### src/rcr_defs.svh
// constants of the remote command request frame and its response
// ----------------------------------------------------------------
// Function
// [RULE1] delimiter 0x7e, then length msb first
// [RULE2] offset 3 holds request type 0x17
// [RULE3] correlation id zero means no response
// [RULE4] sender puts 64-bit destination msb first
// [RULE5] broadcast destination accepted besides node addresses
// [RULE6] reserved bytes sent as 0xff then 0xfe
// [RULE7] options bit 0x02 applies value at once
// [RULE8] sender clears every other options bit
// [RULE9] without apply bit the value stays pending
// [RULE10] command name at 16-17, value from 18
// [RULE11] no value bytes means read request
// [RULE12] checksum is 0xff minus byte sum
// [RULE13] bad checksum or length frames are dropped
// [RULE14] status low nibble result, 0x80 marks remote
// ----------------------------------------------------------------
`ifndef RCR_DEFS_SVH
`define RCR_DEFS_SVH

`define RCR_DELIM 8'h7e
`define RCR_TYPE_REQ 8'h17
`define RCR_TYPE_RSP 8'h88
`define RCR_RSV_HI 8'hff
`define RCR_RSV_LO 8'hfe
`define RCR_OPT_APPLY 8'h02
`define RCR_REMOTE 4'h8
`define RCR_BCAST 64'h0000_0000_0000_ffff
// body bytes from type through the command name
`define RCR_FIXED_LEN 16'h000f
`define RCR_RSP_LEN 16'h0005
// frame offsets
`define RCR_OFS_LENH 8'h01
`define RCR_OFS_LENL 8'h02
`define RCR_OFS_TYPE 8'h03
`define RCR_OFS_ID 8'h04
`define RCR_OFS_ADDR0 8'h05
`define RCR_OFS_ADDR7 8'h0c
`define RCR_OFS_RSV0 8'h0d
`define RCR_OFS_RSV1 8'h0e
`define RCR_OFS_OPT 8'h0f
`define RCR_OFS_CMD0 8'h10
`define RCR_OFS_CMD1 8'h11
`define RCR_OFS_PARAM 8'h12
// response offsets
`define RCR_ROFS_ID 4'h4
`define RCR_ROFS_CMD0 4'h5
`define RCR_ROFS_CMD1 4'h6
`define RCR_ROFS_STAT 4'h7
`define RCR_ROFS_DATA 4'h8
// status codes
`define RCR_ST_OK 4'h0
`define RCR_ST_ERR 4'h1
`define RCR_ST_BADCMD 4'h2
`define RCR_ST_BADPRM 4'h3

`endif

### src/rcr_pkg.sv
// types and checksum helpers shared by both ends
package rcr_pkg;

  typedef enum logic [4:0] {
    rcr_rx_idle = 5'b00001,
    rcr_rx_lenh = 5'b00010,
    rcr_rx_lenl = 5'b00100,
    rcr_rx_body = 5'b01000,
    rcr_rx_csum = 5'b10000
  } rcr_rx_e;

  typedef enum logic [2:0] {
    rcr_dev_parse = 3'b001,
    rcr_dev_wait = 3'b010,
    rcr_dev_send = 3'b100
  } rcr_dev_e;

  typedef enum logic [1:0] {
    rcr_tx_idle = 2'b01,
    rcr_tx_send = 2'b10
  } rcr_tx_e;

  function automatic logic [7:0] rcr_csum(input logic [7:0] sum);
    return 8'hff - sum;
  endfunction

  function automatic logic rcr_csum_ok(input logic [7:0] sum, input logic [7:0] c);
    return c == rcr_csum(sum);
  endfunction

endpackage

### src/rcr_link_if.sv
// byte-serial link between host controller and module
interface rcr_link_if;
  logic [7:0] h2d_data;
  logic h2d_valid;
  logic h2d_ready;
  logic [7:0] d2h_data;
  logic d2h_valid;
  logic d2h_ready;

  modport host (
    output h2d_data, h2d_valid, d2h_ready,
    input h2d_ready, d2h_data, d2h_valid
  );

  modport dev (
    input h2d_data, h2d_valid, d2h_ready,
    output h2d_ready, d2h_data, d2h_valid
  );
endinterface

### src/rcr_dev.sv
// module end: parses request frames, builds command responses
`include "rcr_defs.svh"

module rcr_dev #(
  parameter int MAXP = 8,
  parameter int WIDTH = 8,
  parameter int DEPTH = 2
) (
  input wire logic clk,
  input wire logic rstn,
  rcr_link_if.dev lnk,
  output logic cmd_valid,
  output logic [7:0] cmd_id,
  output logic [63:0] cmd_addr,
  output logic cmd_bcast,
  output logic [15:0] cmd_name,
  output logic cmd_write,
  output logic cmd_apply,
  output logic [$clog2(MAXP+1)-1:0] cmd_plen,
  output logic [8*MAXP-1:0] cmd_param,
  input wire logic ans_valid,
  output logic ans_ready,
  input wire logic [3:0] ans_status,
  input wire logic ans_has_data,
  input wire logic [7:0] ans_data
);

  localparam int PW = $clog2(MAXP+1);
  localparam int CW = $clog2(DEPTH+1);
  localparam logic [15:0] MAXLEN = `RCR_FIXED_LEN + 16'(MAXP);

  // ----------------------------------------------------------------
  // receive framing
  // ----------------------------------------------------------------
  rcr_pkg::rcr_rx_e rx;
  rcr_pkg::rcr_dev_e dst;
  logic rx_ready;
  logic [15:0] len;
  logic [15:0] bcnt;
  logic [7:0] acc;
  logic [7:0] typ;
  logic [7:0] ofs;
  logic take;
  logic good;
  logic [7:0] b;

  assign b = lnk.h2d_data;
  assign take = lnk.h2d_valid && rx_ready;
  assign ofs = bcnt[7:0] + `RCR_OFS_TYPE;
  assign lnk.h2d_ready = rx_ready;

  // a frame counts only if checksum, length bounds and type all agree
  assign good = take && rx == rcr_pkg::rcr_rx_csum
    && rcr_pkg::rcr_csum_ok(acc, b) // RULE12 RULE13
    && len >= `RCR_FIXED_LEN && len <= MAXLEN // RULE13
    && typ == `RCR_TYPE_REQ; // RULE2

  always_ff @(posedge clk or negedge rstn) begin
    if (!rstn) begin
      rx <= rcr_pkg::rcr_rx_idle;
      len <= 16'h0000;
      bcnt <= 16'h0000;
      acc <= 8'h00;
    end else if (take) begin
      case (rx)
        rcr_pkg::rcr_rx_idle: begin
          if (b == `RCR_DELIM) begin // RULE1
            rx <= rcr_pkg::rcr_rx_lenh;
          end
        end
        rcr_pkg::rcr_rx_lenh: begin
          len[15:8] <= b; // RULE1
          rx <= rcr_pkg::rcr_rx_lenl;
        end
        rcr_pkg::rcr_rx_lenl: begin
          len[7:0] <= b;
          bcnt <= 16'h0000;
          acc <= 8'h00;
          rx <= ({len[15:8], b} == 16'h0000) ? rcr_pkg::rcr_rx_csum
                                             : rcr_pkg::rcr_rx_body;
        end
        rcr_pkg::rcr_rx_body: begin
          acc <= acc + b; // RULE12
          bcnt <= bcnt + 16'h0001;
          // length decides where the checksum falls
          if (bcnt + 16'h0001 == len) begin // RULE1
            rx <= rcr_pkg::rcr_rx_csum;
          end
        end
        rcr_pkg::rcr_rx_csum: begin
          rx <= rcr_pkg::rcr_rx_idle;
        end
        default: begin
          rx <= rcr_pkg::rcr_rx_idle;
        end
      endcase
    end
  end

  // ----------------------------------------------------------------
  // field capture
  // ----------------------------------------------------------------
  // fields are stable only with cmd_valid; the next frame overwrites them
  always_ff @(posedge clk or negedge rstn) begin
    if (!rstn) begin
      typ <= 8'h00;
      cmd_id <= 8'h00;
      cmd_addr <= 64'h0;
      cmd_name <= 16'h0000;
      cmd_apply <= 1'b0;
      cmd_param <= '0;
    end else if (take && rx == rcr_pkg::rcr_rx_body && bcnt < MAXLEN) begin
      case (ofs)
        `RCR_OFS_TYPE: typ <= b; // RULE2
        `RCR_OFS_ID: cmd_id <= b; // RULE3
        `RCR_OFS_OPT: cmd_apply <= (b & `RCR_OPT_APPLY) != 8'h00; // RULE7 RULE9
        `RCR_OFS_CMD0: cmd_name[15:8] <= b; // RULE10
        `RCR_OFS_CMD1: cmd_name[7:0] <= b; // RULE10
        default: begin
          if (ofs >= `RCR_OFS_ADDR0 && ofs <= `RCR_OFS_ADDR7) begin
            cmd_addr <= {cmd_addr[55:0], b};
          end else if (ofs >= `RCR_OFS_PARAM) begin
            cmd_param[8*int'(ofs - `RCR_OFS_PARAM) +: 8] <= b; // RULE10
          end
        end
      endcase
    end
  end

  always_ff @(posedge clk or negedge rstn) begin
    if (!rstn) begin
      cmd_valid <= 1'b0;
      cmd_bcast <= 1'b0;
      cmd_write <= 1'b0;
      cmd_plen <= '0;
    end else begin
      cmd_valid <= good;
      if (good) begin
        cmd_bcast <= cmd_addr == `RCR_BCAST; // RULE5
        cmd_write <= len != `RCR_FIXED_LEN; // RULE11
        cmd_plen <= PW'(len - `RCR_FIXED_LEN); // RULE10
      end
    end
  end

  // ----------------------------------------------------------------
  // response buffer
  // ----------------------------------------------------------------
  // shift buffer keeps the head in a flop so the link output is registered
  logic [WIDTH-1:0] mem [DEPTH];
  logic [CW-1:0] cnt;
  logic [CW-1:0] wpos;
  logic bvld;
  logic push;
  logic push_ok;
  logic pop;
  logic [WIDTH-1:0] din;

  assign push_ok = cnt < CW'(DEPTH);
  assign pop = bvld && lnk.d2h_ready;
  assign wpos = pop ? cnt - CW'(1) : cnt;
  assign lnk.d2h_data = mem[0];
  assign lnk.d2h_valid = bvld;

  always_ff @(posedge clk or negedge rstn) begin
    if (!rstn) begin
      cnt <= '0;
      bvld <= 1'b0;
      for (int i = 0; i < DEPTH; i++) begin
        mem[i] <= '0;
      end
    end else begin
      cnt <= cnt + CW'(push && push_ok) - CW'(pop);
      bvld <= (cnt + CW'(push && push_ok) - CW'(pop)) != '0;
      for (int i = 0; i < DEPTH; i++) begin
        if (push && push_ok && i == int'(wpos)) begin
          mem[i] <= din;
        end else if (pop && i < DEPTH - 1) begin
          mem[i] <= mem[i+1];
        end
      end
    end
  end

  // ----------------------------------------------------------------
  // request handling and response build
  // ----------------------------------------------------------------
  logic [3:0] ridx;
  logic [3:0] rlast;
  logic [7:0] racc;
  logic [3:0] rstat;
  logic rhas;
  logic [7:0] rdata;

  assign rlast = rhas ? 4'h9 : 4'h8;
  assign push = dst == rcr_pkg::rcr_dev_send;

  always_comb begin
    case (ridx)
      4'h0: din = `RCR_DELIM; // RULE1
      4'h1: din = 8'h00;
      4'h2: din = 8'(`RCR_RSP_LEN) + {7'h00, rhas}; // RULE1
      4'h3: din = `RCR_TYPE_RSP;
      `RCR_ROFS_ID: din = cmd_id;
      `RCR_ROFS_CMD0: din = cmd_name[15:8];
      `RCR_ROFS_CMD1: din = cmd_name[7:0];
      `RCR_ROFS_STAT: din = {`RCR_REMOTE, rstat}; // RULE14
      default: din = (ridx == `RCR_ROFS_DATA && rhas) ? rdata
                                                      : rcr_pkg::rcr_csum(racc); // RULE12
    endcase
  end

  always_ff @(posedge clk or negedge rstn) begin
    if (!rstn) begin
      dst <= rcr_pkg::rcr_dev_parse;
      rx_ready <= 1'b0;
      ans_ready <= 1'b0;
      ridx <= 4'h0;
      racc <= 8'h00;
      rstat <= `RCR_ST_OK;
      rhas <= 1'b0;
      rdata <= 8'h00;
    end else begin
      case (dst)
        rcr_pkg::rcr_dev_parse: begin
          rx_ready <= 1'b1;
          // id zero: the request is acted on but never answered
          if (good && cmd_id != 8'h00) begin // RULE3
            rx_ready <= 1'b0;
            ans_ready <= 1'b1;
            dst <= rcr_pkg::rcr_dev_wait;
          end
        end
        rcr_pkg::rcr_dev_wait: begin
          if (ans_valid) begin
            ans_ready <= 1'b0;
            rstat <= ans_status; // RULE14
            rhas <= ans_has_data;
            rdata <= ans_data;
            ridx <= 4'h0;
            racc <= 8'h00;
            dst <= rcr_pkg::rcr_dev_send;
          end
        end
        rcr_pkg::rcr_dev_send: begin
          if (push_ok) begin
            ridx <= ridx + 4'h1;
            if (ridx >= 4'h3) begin
              racc <= racc + din; // RULE12
            end
            if (ridx == rlast) begin
              rx_ready <= 1'b1;
              dst <= rcr_pkg::rcr_dev_parse;
            end
          end
        end
        default: begin
          dst <= rcr_pkg::rcr_dev_parse;
        end
      endcase
    end
  end

endmodule // rcr_dev

### src/flat_wrapper.sv
// flat-port wrapper written by rule: the top's interface ports become plain ports
module rcr_dev_flat 
#(
  parameter int MAXP = 8,
  parameter int WIDTH = 8,
  parameter int DEPTH = 2
)
  (clk, rstn, cmd_valid, cmd_id, cmd_addr, cmd_bcast, cmd_name, cmd_write, cmd_apply, cmd_plen, cmd_param, ans_valid, ans_ready, ans_status, ans_has_data, ans_data, lnk_h2d_data, lnk_h2d_valid, lnk_d2h_ready, lnk_h2d_ready, lnk_d2h_data, lnk_d2h_valid);
  rcr_link_if lnk_i ();
  input wire logic clk;
  input wire logic rstn;
  output logic cmd_valid;
  output logic [7:0] cmd_id;
  output logic [63:0] cmd_addr;
  output logic cmd_bcast;
  output logic [15:0] cmd_name;
  output logic cmd_write;
  output logic cmd_apply;
  output logic [$clog2(MAXP+1)-1:0] cmd_plen;
  output logic [8*MAXP-1:0] cmd_param;
  input wire logic ans_valid;
  output logic ans_ready;
  input wire logic [3:0] ans_status;
  input wire logic ans_has_data;
  input wire logic [7:0] ans_data;
  input wire logic [$bits(lnk_i.h2d_data)-1:0] lnk_h2d_data;
  input wire logic [$bits(lnk_i.h2d_valid)-1:0] lnk_h2d_valid;
  input wire logic [$bits(lnk_i.d2h_ready)-1:0] lnk_d2h_ready;
  output wire logic [$bits(lnk_i.h2d_ready)-1:0] lnk_h2d_ready;
  output wire logic [$bits(lnk_i.d2h_data)-1:0] lnk_d2h_data;
  output wire logic [$bits(lnk_i.d2h_valid)-1:0] lnk_d2h_valid;
  assign lnk_i.h2d_data = lnk_h2d_data;
  assign lnk_i.h2d_valid = lnk_h2d_valid;
  assign lnk_i.d2h_ready = lnk_d2h_ready;
  assign lnk_h2d_ready = lnk_i.h2d_ready;
  assign lnk_d2h_data = lnk_i.d2h_data;
  assign lnk_d2h_valid = lnk_i.d2h_valid;
  rcr_dev #(.MAXP(MAXP), .WIDTH(WIDTH), .DEPTH(DEPTH)) u_core (.clk(clk), .rstn(rstn), .lnk(lnk_i), .cmd_valid(cmd_valid), .cmd_id(cmd_id), .cmd_addr(cmd_addr), .cmd_bcast(cmd_bcast), .cmd_name(cmd_name), .cmd_write(cmd_write), .cmd_apply(cmd_apply), .cmd_plen(cmd_plen), .cmd_param(cmd_param), .ans_valid(ans_valid), .ans_ready(ans_ready), .ans_status(ans_status), .ans_has_data(ans_has_data), .ans_data(ans_data));
endmodule
### config.mk
export PLATFORM = sky130hd
export DESIGN_NAME = rcr_dev_flat
export DESIGN_NICKNAME = d
export VERILOG_FILES = /design/src/rcr_pkg.sv /design/src/rcr_link_if.sv /design/src/rcr_dev.sv /design/src/flat_wrapper.sv
export VERILOG_INCLUDE_DIRS = /design/src
export SDC_FILE = /design/constraint.sdc
export NUM_CORES = 1
export LEC_CHECK = 0
export BUFFER_PORTS_ARGS = -buffer_cell sky130_fd_sc_hd__buf_2
export CORE_ASPECT_RATIO = 1.25
export CORE_MARGIN = 2
export CORE_UTILIZATION = 62
export DETAILED_ROUTE_END_ITERATION = 6
export GPL_TIMING_DRIVEN = 0
export PLACE_DENSITY = 0.93
export SLEW_MARGIN = 20
export SYNTH_ARGS = -nofsm -noshare
export SYNTH_HDL_FRONTEND = slang
export SYNTH_SLANG_ARGS = --single-unit
### constraint.sdc
create_clock -name clk -period 12.1 [get_ports clk]
set_clock_uncertainty 0.15 [all_clocks]
set_input_delay 2.42 -clock clk [delete_from_list [all_inputs] [get_ports clk]]
set_output_delay 2.42 -clock clk [all_outputs]
set_load 0.02 [all_outputs]
Word-level counts from Yosys, hierarchy flattened

Index checks and enable logic that the tools add are counted.

Mux-type cells: 32
Equality and inequality tests: 36
Shift operators: 2
Order comparisons: 8
Add/sub/neg operators: 14
Bitwise logic cells: 2
Reductions and logical operators: 43

Operators with widths:

| cell                      | count |
|---|---|
| $bwmux W64                | 1 |
| $eq A64 B16 Y1 const B    | 1 |
| $pmux W8 S8               | 1 |
| $shift A8 B33 Y64 const A | 1 |
| $shiftx A8 B33 Y64        | 1 |
| $mux W8                   | 6 |
| $neg A32 Y33              | 1 |
| $pmux W16 S2              | 1 |
| $pmux W8 S2               | 2 |
| $eq A8 B5 Y1 const B      | 3 |
| $pmux W5 S4               | 1 |
| $reduce_and A2 Y1         | 9 |
| $add A16 B1 Y16 const B   | 1 |
| $add A8 B8 Y8             | 2 |
| $eq A16 B16 Y1            | 1 |
| $eq A4 B3 Y1 const B      | 4 |
| $ge A16 B4 Y1 const B     | 1 |
| $le A16 B5 Y1 const B     | 1 |
| $logic_not A16 Y1         | 1 |
| $lt A16 B5 Y1 const B     | 1 |
| $ne A16 B4 Y1 const B     | 1 |
| $sub A8 B8 Y8 const A     | 2 |
| $logic_and A1 B1 Y1       | 15 |
| $mux W5                   | 3 |
| 48 further kinds          | 76 |

Register bits: 262
Logic and storage cells: 165
Output and inout bits: 171
Input port bits: 26

Longest topological paths before layout

Word-level depth: 9
Gate-level depth with buffers: 24
Mapped depth without buffers: 19

Worst setup path after synthesis

No wires, ideal clock.

Path type: register to register
Start point: register u_core.bcnt[0]
End point: register u_core.cmd_param[32]
Data required time: 11.825 ns
Buffers on the path: 5
Arrival: 5.712 ns
Cell stages (with the launch flop): 24
Library setup time: 0.125 ns
Slack: 6.113 ns
Path through: dfrtp_1 buf_4 buf_1 inv_1 ha_1 buf_2 nor2b_1 nor2_1 inv_1 ha_1 buf_2 o31ai_1 a221o_1 o211a_1 o22ai_1 nand3_1 nand2b_1 ha_1 or4b_2 nor3_2 a41oi_4 or4_1 buf_6 mux2_4

Longest elaborated chain between the ends: 5
Elaborated cells between the ends (all ways): 21
Those cells by class: add/sub: 3; order compare: 4; eq/ne: 5; shift: 2; mux: 1; bitwise: 2; reduce/logical: 4

RTL lines:

| what                                                  | RTL line       | source |
|---|---|---|
| start, declared                                       | rcr_dev.sv:39  | `logic [15:0] bcnt;` |
| start signal, assigned                                | rcr_dev.sv:84  | `bcnt <= bcnt + 16'h0001;` |
| $add A8 B2 Y8 (no line)                               | -              |  |
| $sub A8 B5 Y9 (no line), or another cell as far along | -              |  |
| $neg A32 Y33, or another cell as far along            | rcr_dev.sv:123 | `` cmd_param[8*int'(ofs - `RCR_OFS_PARAM) +: 8] <= b; `` |
| $shiftx A8 B33 Y64, or another cell as far along      | rcr_dev.sv:123 |  |
| $bwmux W64 or $reduce_and A4 Y1 (tied branches)       | -              |  |
| end signal, assigned                                  | rcr_dev.sv:111 | `cmd_param <= '0;` |
| end signal, assigned by index                         | rcr_dev.sv:123 |  |
| end, declared                                         | rcr_dev.sv:20  | `output logic [8*MAXP-1:0] cmd_param,` |

Parallel ways exist; a longest one is shown, timed or not.
A chain may end at the register's enable or synchronous reset.

Worst setup path after layout

Start point: register u_core.bcnt[0]
End point: register u_core.cmd_param[27]

The elaborated chain is that of the path after synthesis.

==> results.py <==
metrics = {
    "worst_setup_path": {
        "cp_max_fo": 10,
        "crit_path_end_kind": "flip-flop",
        "crit_type": "flip-flop to flip-flop",
        "required_ns": 12.39,
        "r2r_cells": 22,
        "startpoint_type": "flip-flop",
        "critPathArrivalTime_ns": 7.64,
    },
    "cts": {
        "clkSinkCount": 262,
        "cts_buffers": 26,
        "cts_resized": 0,
        "htreeDepth": 1,
        "clkSlewWorstSetupHoldPaths_ns": 0.07,
        "ctsHoldBuffers": 0,
        "ctsRootBufferMaster": "clkbuf_16",
        "cts_setup_buffers": 0,
        "cts_tree": "built",
        "clock_latency_ns": 0.56,
        "cts_max_path_buffers": 3,
    },
    "sta": {
        "hold_ws_ns": 0.332,
        "rsz0062_at_grt": "no",
        "slew-limit-headroom_pct": 31.6,
        "fmax_mhz": 136,
        "worst_pin_slew_ns": 1.02,
        "period_share_pct": 60.8,
        "setup_ws_ns": 4.74,
        "setup_viol": 0,
        "min_period_ns": 7.36,
        "hold_violations": 0,
        "tns_ns": 0,
        "slew_violations": 0,
    },
    "synthesis": {
        "synth-seq-area-share_pct": 48.5,
        "synthesis.nets": 1318,
        "synth-edff-count": 0,
        "syn_area_um2": 13500,
        "yosysUniqueCellTypes": 75,
        "synth_flop_cell": "dfrtp_1",
        "syn-instance-count": 1256,
        "ys_ff_latch": 262,
        "synth.avg_cell_area_um2": 10.8,
        "synthArstFlopShare_pct": 100,
        "synth_warnings": 0,
    },
    "detailed_routing": {
        "ant_nets": 0,
        "wl_per_cell_um": 21.2,
        "vias": 11225,
        "routed_wl_mm": 37.8,
        "drcViolationCount": 0,
        "post_drt_via_cell_ratio": 6.31,
        "drt_iter0_drc": 987,
        "firstDrtPassIters": 5,
    },
    "global_routing": {
        "grt_start_max_net_pins": 95,
        "grt_pass1_vias": 11238,
        "overflow": 0,
        "grt_pass1_wl_mm": 59.2,
        "antenna_found_initial": 0,
        "gr-usage-all-layers_pct": 32.6,
    },
    "layout": {
        "insertedDiodeCount": 0,
        "finalNonFillerCells": 1779,
        "syn_to_final_growth_pct": 16.8,
        "nFillCells": 1364,
        "fin_nets": 1543,
        "drive_above_1_share_pct": 31.1,
    },
    "hold_path": {
        "holdPathStages": 2,
        "hp-class": "flip-flop to flip-flop",
    },
    "placement": {
        "place_hpwl_mm": 26.1,
        "routabilityCongestion": 0.968,
        "dpl_worst_slack_ns": 5.00,
        "portBuffers": 195,
        "numPlacedInstances": 1732,
    },
    "power_and_ir_drop": {
        "p_leak_uw": 0.00806,
        "p_per_area_nw_per_um2": 165,
        "ir_worst_vdd_uv": 170,
        "power_uw": 2600,
    },
    "floorplan": {
        "ioPinCount": 197,
        "die_h_um": 169,
        "die_x_um": 136,
        "fp.dieArea_um2": 23000,
        "fp.coreArea_um2": 21500,
        "num_rows": 60,
        "initial_core_util_pct": 63.0,
    },
    "flow_run": {
        "cap_violations": 0,
    },
    "status": {
        "status": "complete, no violations",
    },
}
## placed cells by master, fill, tap and decap left out, types with 26 or more instances in the layout
cell type	synthesis	layout
clkbuf_1	47	53
ha_1	34	34
buf_2	11	205
nand2_1	142	142
dfrtp_1	260	260
xnor2_1	36	36
o21ai_0	65	65
nor4_1	30	30
nand3_1	44	44
nor2_1	80	80
clkbuf_16	0	26
inv_1	32	32
mux2_2	163	163
a21oi_1	53	53
## registers in the layout, summed over array words and instances (netlist names), 2 cells and up
signal               cells
u_core.racc              8
u_core.cmd_plen          4
u_core.cmd_addr         64
u_core.acc               8
u_core.len              16
u_core.dst               3
u_core.lnk.d2h_data      8
u_core.typ               8
u_core.rdata             8
u_core.cmd_param        64
u_core.cnt               2
u_core.mem               8
u_core.bcnt             16
u_core.rx                5
u_core.cmd_id            8
u_core.cmd_name         16
u_core.ridx              4
u_core.rstat             4
## metrics by stage
step	area (um2)	util, %
5_1_grt	15800	73.5
4_1_cts	15800	73.5
3_5_place_dp	14900	69.5
6_report	15800	73.5
3_3_place_gp	14800	69.1
2_1_floorplan	13500	-
## worst paths after layout
path | startpoint | endpoint | slack [ns]
worst max-delay path | u_core.bcnt[0]$_DFFE_PN0P_ | u_core.cmd_param[27]$_DFFE_PN0P_ | 4.74
max in group asynchronous | rstn | u_core.cmd_param[36]$_DFFE_PN0P_ | 9.11
min in group asynchronous | rstn | u_core.cmd_param[13]$_DFFE_PN0P_ | 1.75
worst min register to register | u_core.cmd_plen[1]$_DFFE_PN0P_ | u_core.cmd_plen[1]$_DFFE_PN0P_ | 0.33
worst max register to register | u_core.bcnt[0]$_DFFE_PN0P_ | u_core.cmd_param[27]$_DFFE_PN0P_ | 4.74
worst min-delay path | u_core.cmd_plen[1]$_DFFE_PN0P_ | u_core.cmd_plen[1]$_DFFE_PN0P_ | 0.33
## report_power, final
part           internal (uW)  switching, uW  leakage, uW  total (uW)
logic                    283            461      0.00410         745
clock network            483            347     0.000433         830
registers                951           77.5      0.00353        1030
## logic make-up after synthesis
logic type                 Yosys count  synth area share [%]
muxes                              190                  15.9
AOI/OAI and AO/OA                  191                  8.96
and+or+nand+nor                    414                  15.7
adders and majority gates           36                  3.44
xor gates and xnor gates            59                  4.10
buffers and inverters              104                  3.41
DFF                                262                  48.5
## synth_stat cells (all sizes together) (6+ instances only)
| cell type | instances | area share (%) |
|---|---|---|
| a21o | 7 | 0.39 |
| a21oi | 54 | 2.0 |
| a22oi | 7 | 0.39 |
| a31oi | 7 | 0.32 |
| and2 | 20 | 0.93 |
| and3 | 10 | 0.46 |
| buf | 24 | 1.2 |
| clkbuf | 47 | 1.3 |
| dfrtp | 260 | 48 |
| ha | 34 | 3.1 |
| inv | 33 | 0.92 |
| mux2 | 171 | 14 |
| mux2i | 19 | 1.4 |
| nand2 | 142 | 3.9 |
| nand2b | 8 | 0.37 |
| nand3 | 44 | 1.6 |
| nand4 | 17 | 0.79 |
| nor2 | 80 | 2.2 |
| nor2b | 6 | 0.30 |
| nor3 | 23 | 0.96 |
| nor3b | 6 | 0.45 |
| nor4 | 34 | 2.0 |
| o21ai | 66 | 2.5 |
| o31ai | 12 | 0.67 |
| xnor2 | 38 | 2.6 |
| xor2 | 21 | 1.5 |
## layout make-up
cell class                 count  area [um2]  share of cell area (%)
buffer                        71         337                    2.13
clock buffer                  39         769                    4.87
clock inverter                 8         109                   0.689
inverter                      33         124                   0.784
multi-input combinational    890        6500                    41.2
sequential                   262        6560                    41.5
tap                          279         349                    2.21
timing repair buffer         197        1040                    6.59
## metal layers
metal	routed length, um	vias to the layer above	track usage, %
li1	-	4910	-
met1	13800	5530	38.9
met2	19100	605	55.4
met3	2670	180	5.24
met4	2230	0	19.0
met5	0	-	0
## worst max-delay path, stage by stage (launching register included)
cell      delay (ns)
dfrtp_1         0.39
buf_4           0.21
buf_1           0.50
inv_1           0.34
ha_1            0.30
buf_2           0.18
nor2b_1         0.26
nor2_1          0.12
inv_1           0.17
ha_1            0.17
buf_2           0.19
o31ai_1         0.09
a221o_1         0.27
o211a_1         0.27
o22ai_1         0.33
nand3_1         0.30
nand2b_1        0.24
ha_1            0.29
or4b_2          0.66
nor3_2          0.27
a41oi_4         0.33
nor4_4          0.79
mux2_2          0.42
Power figures use the tool's default switching activity.
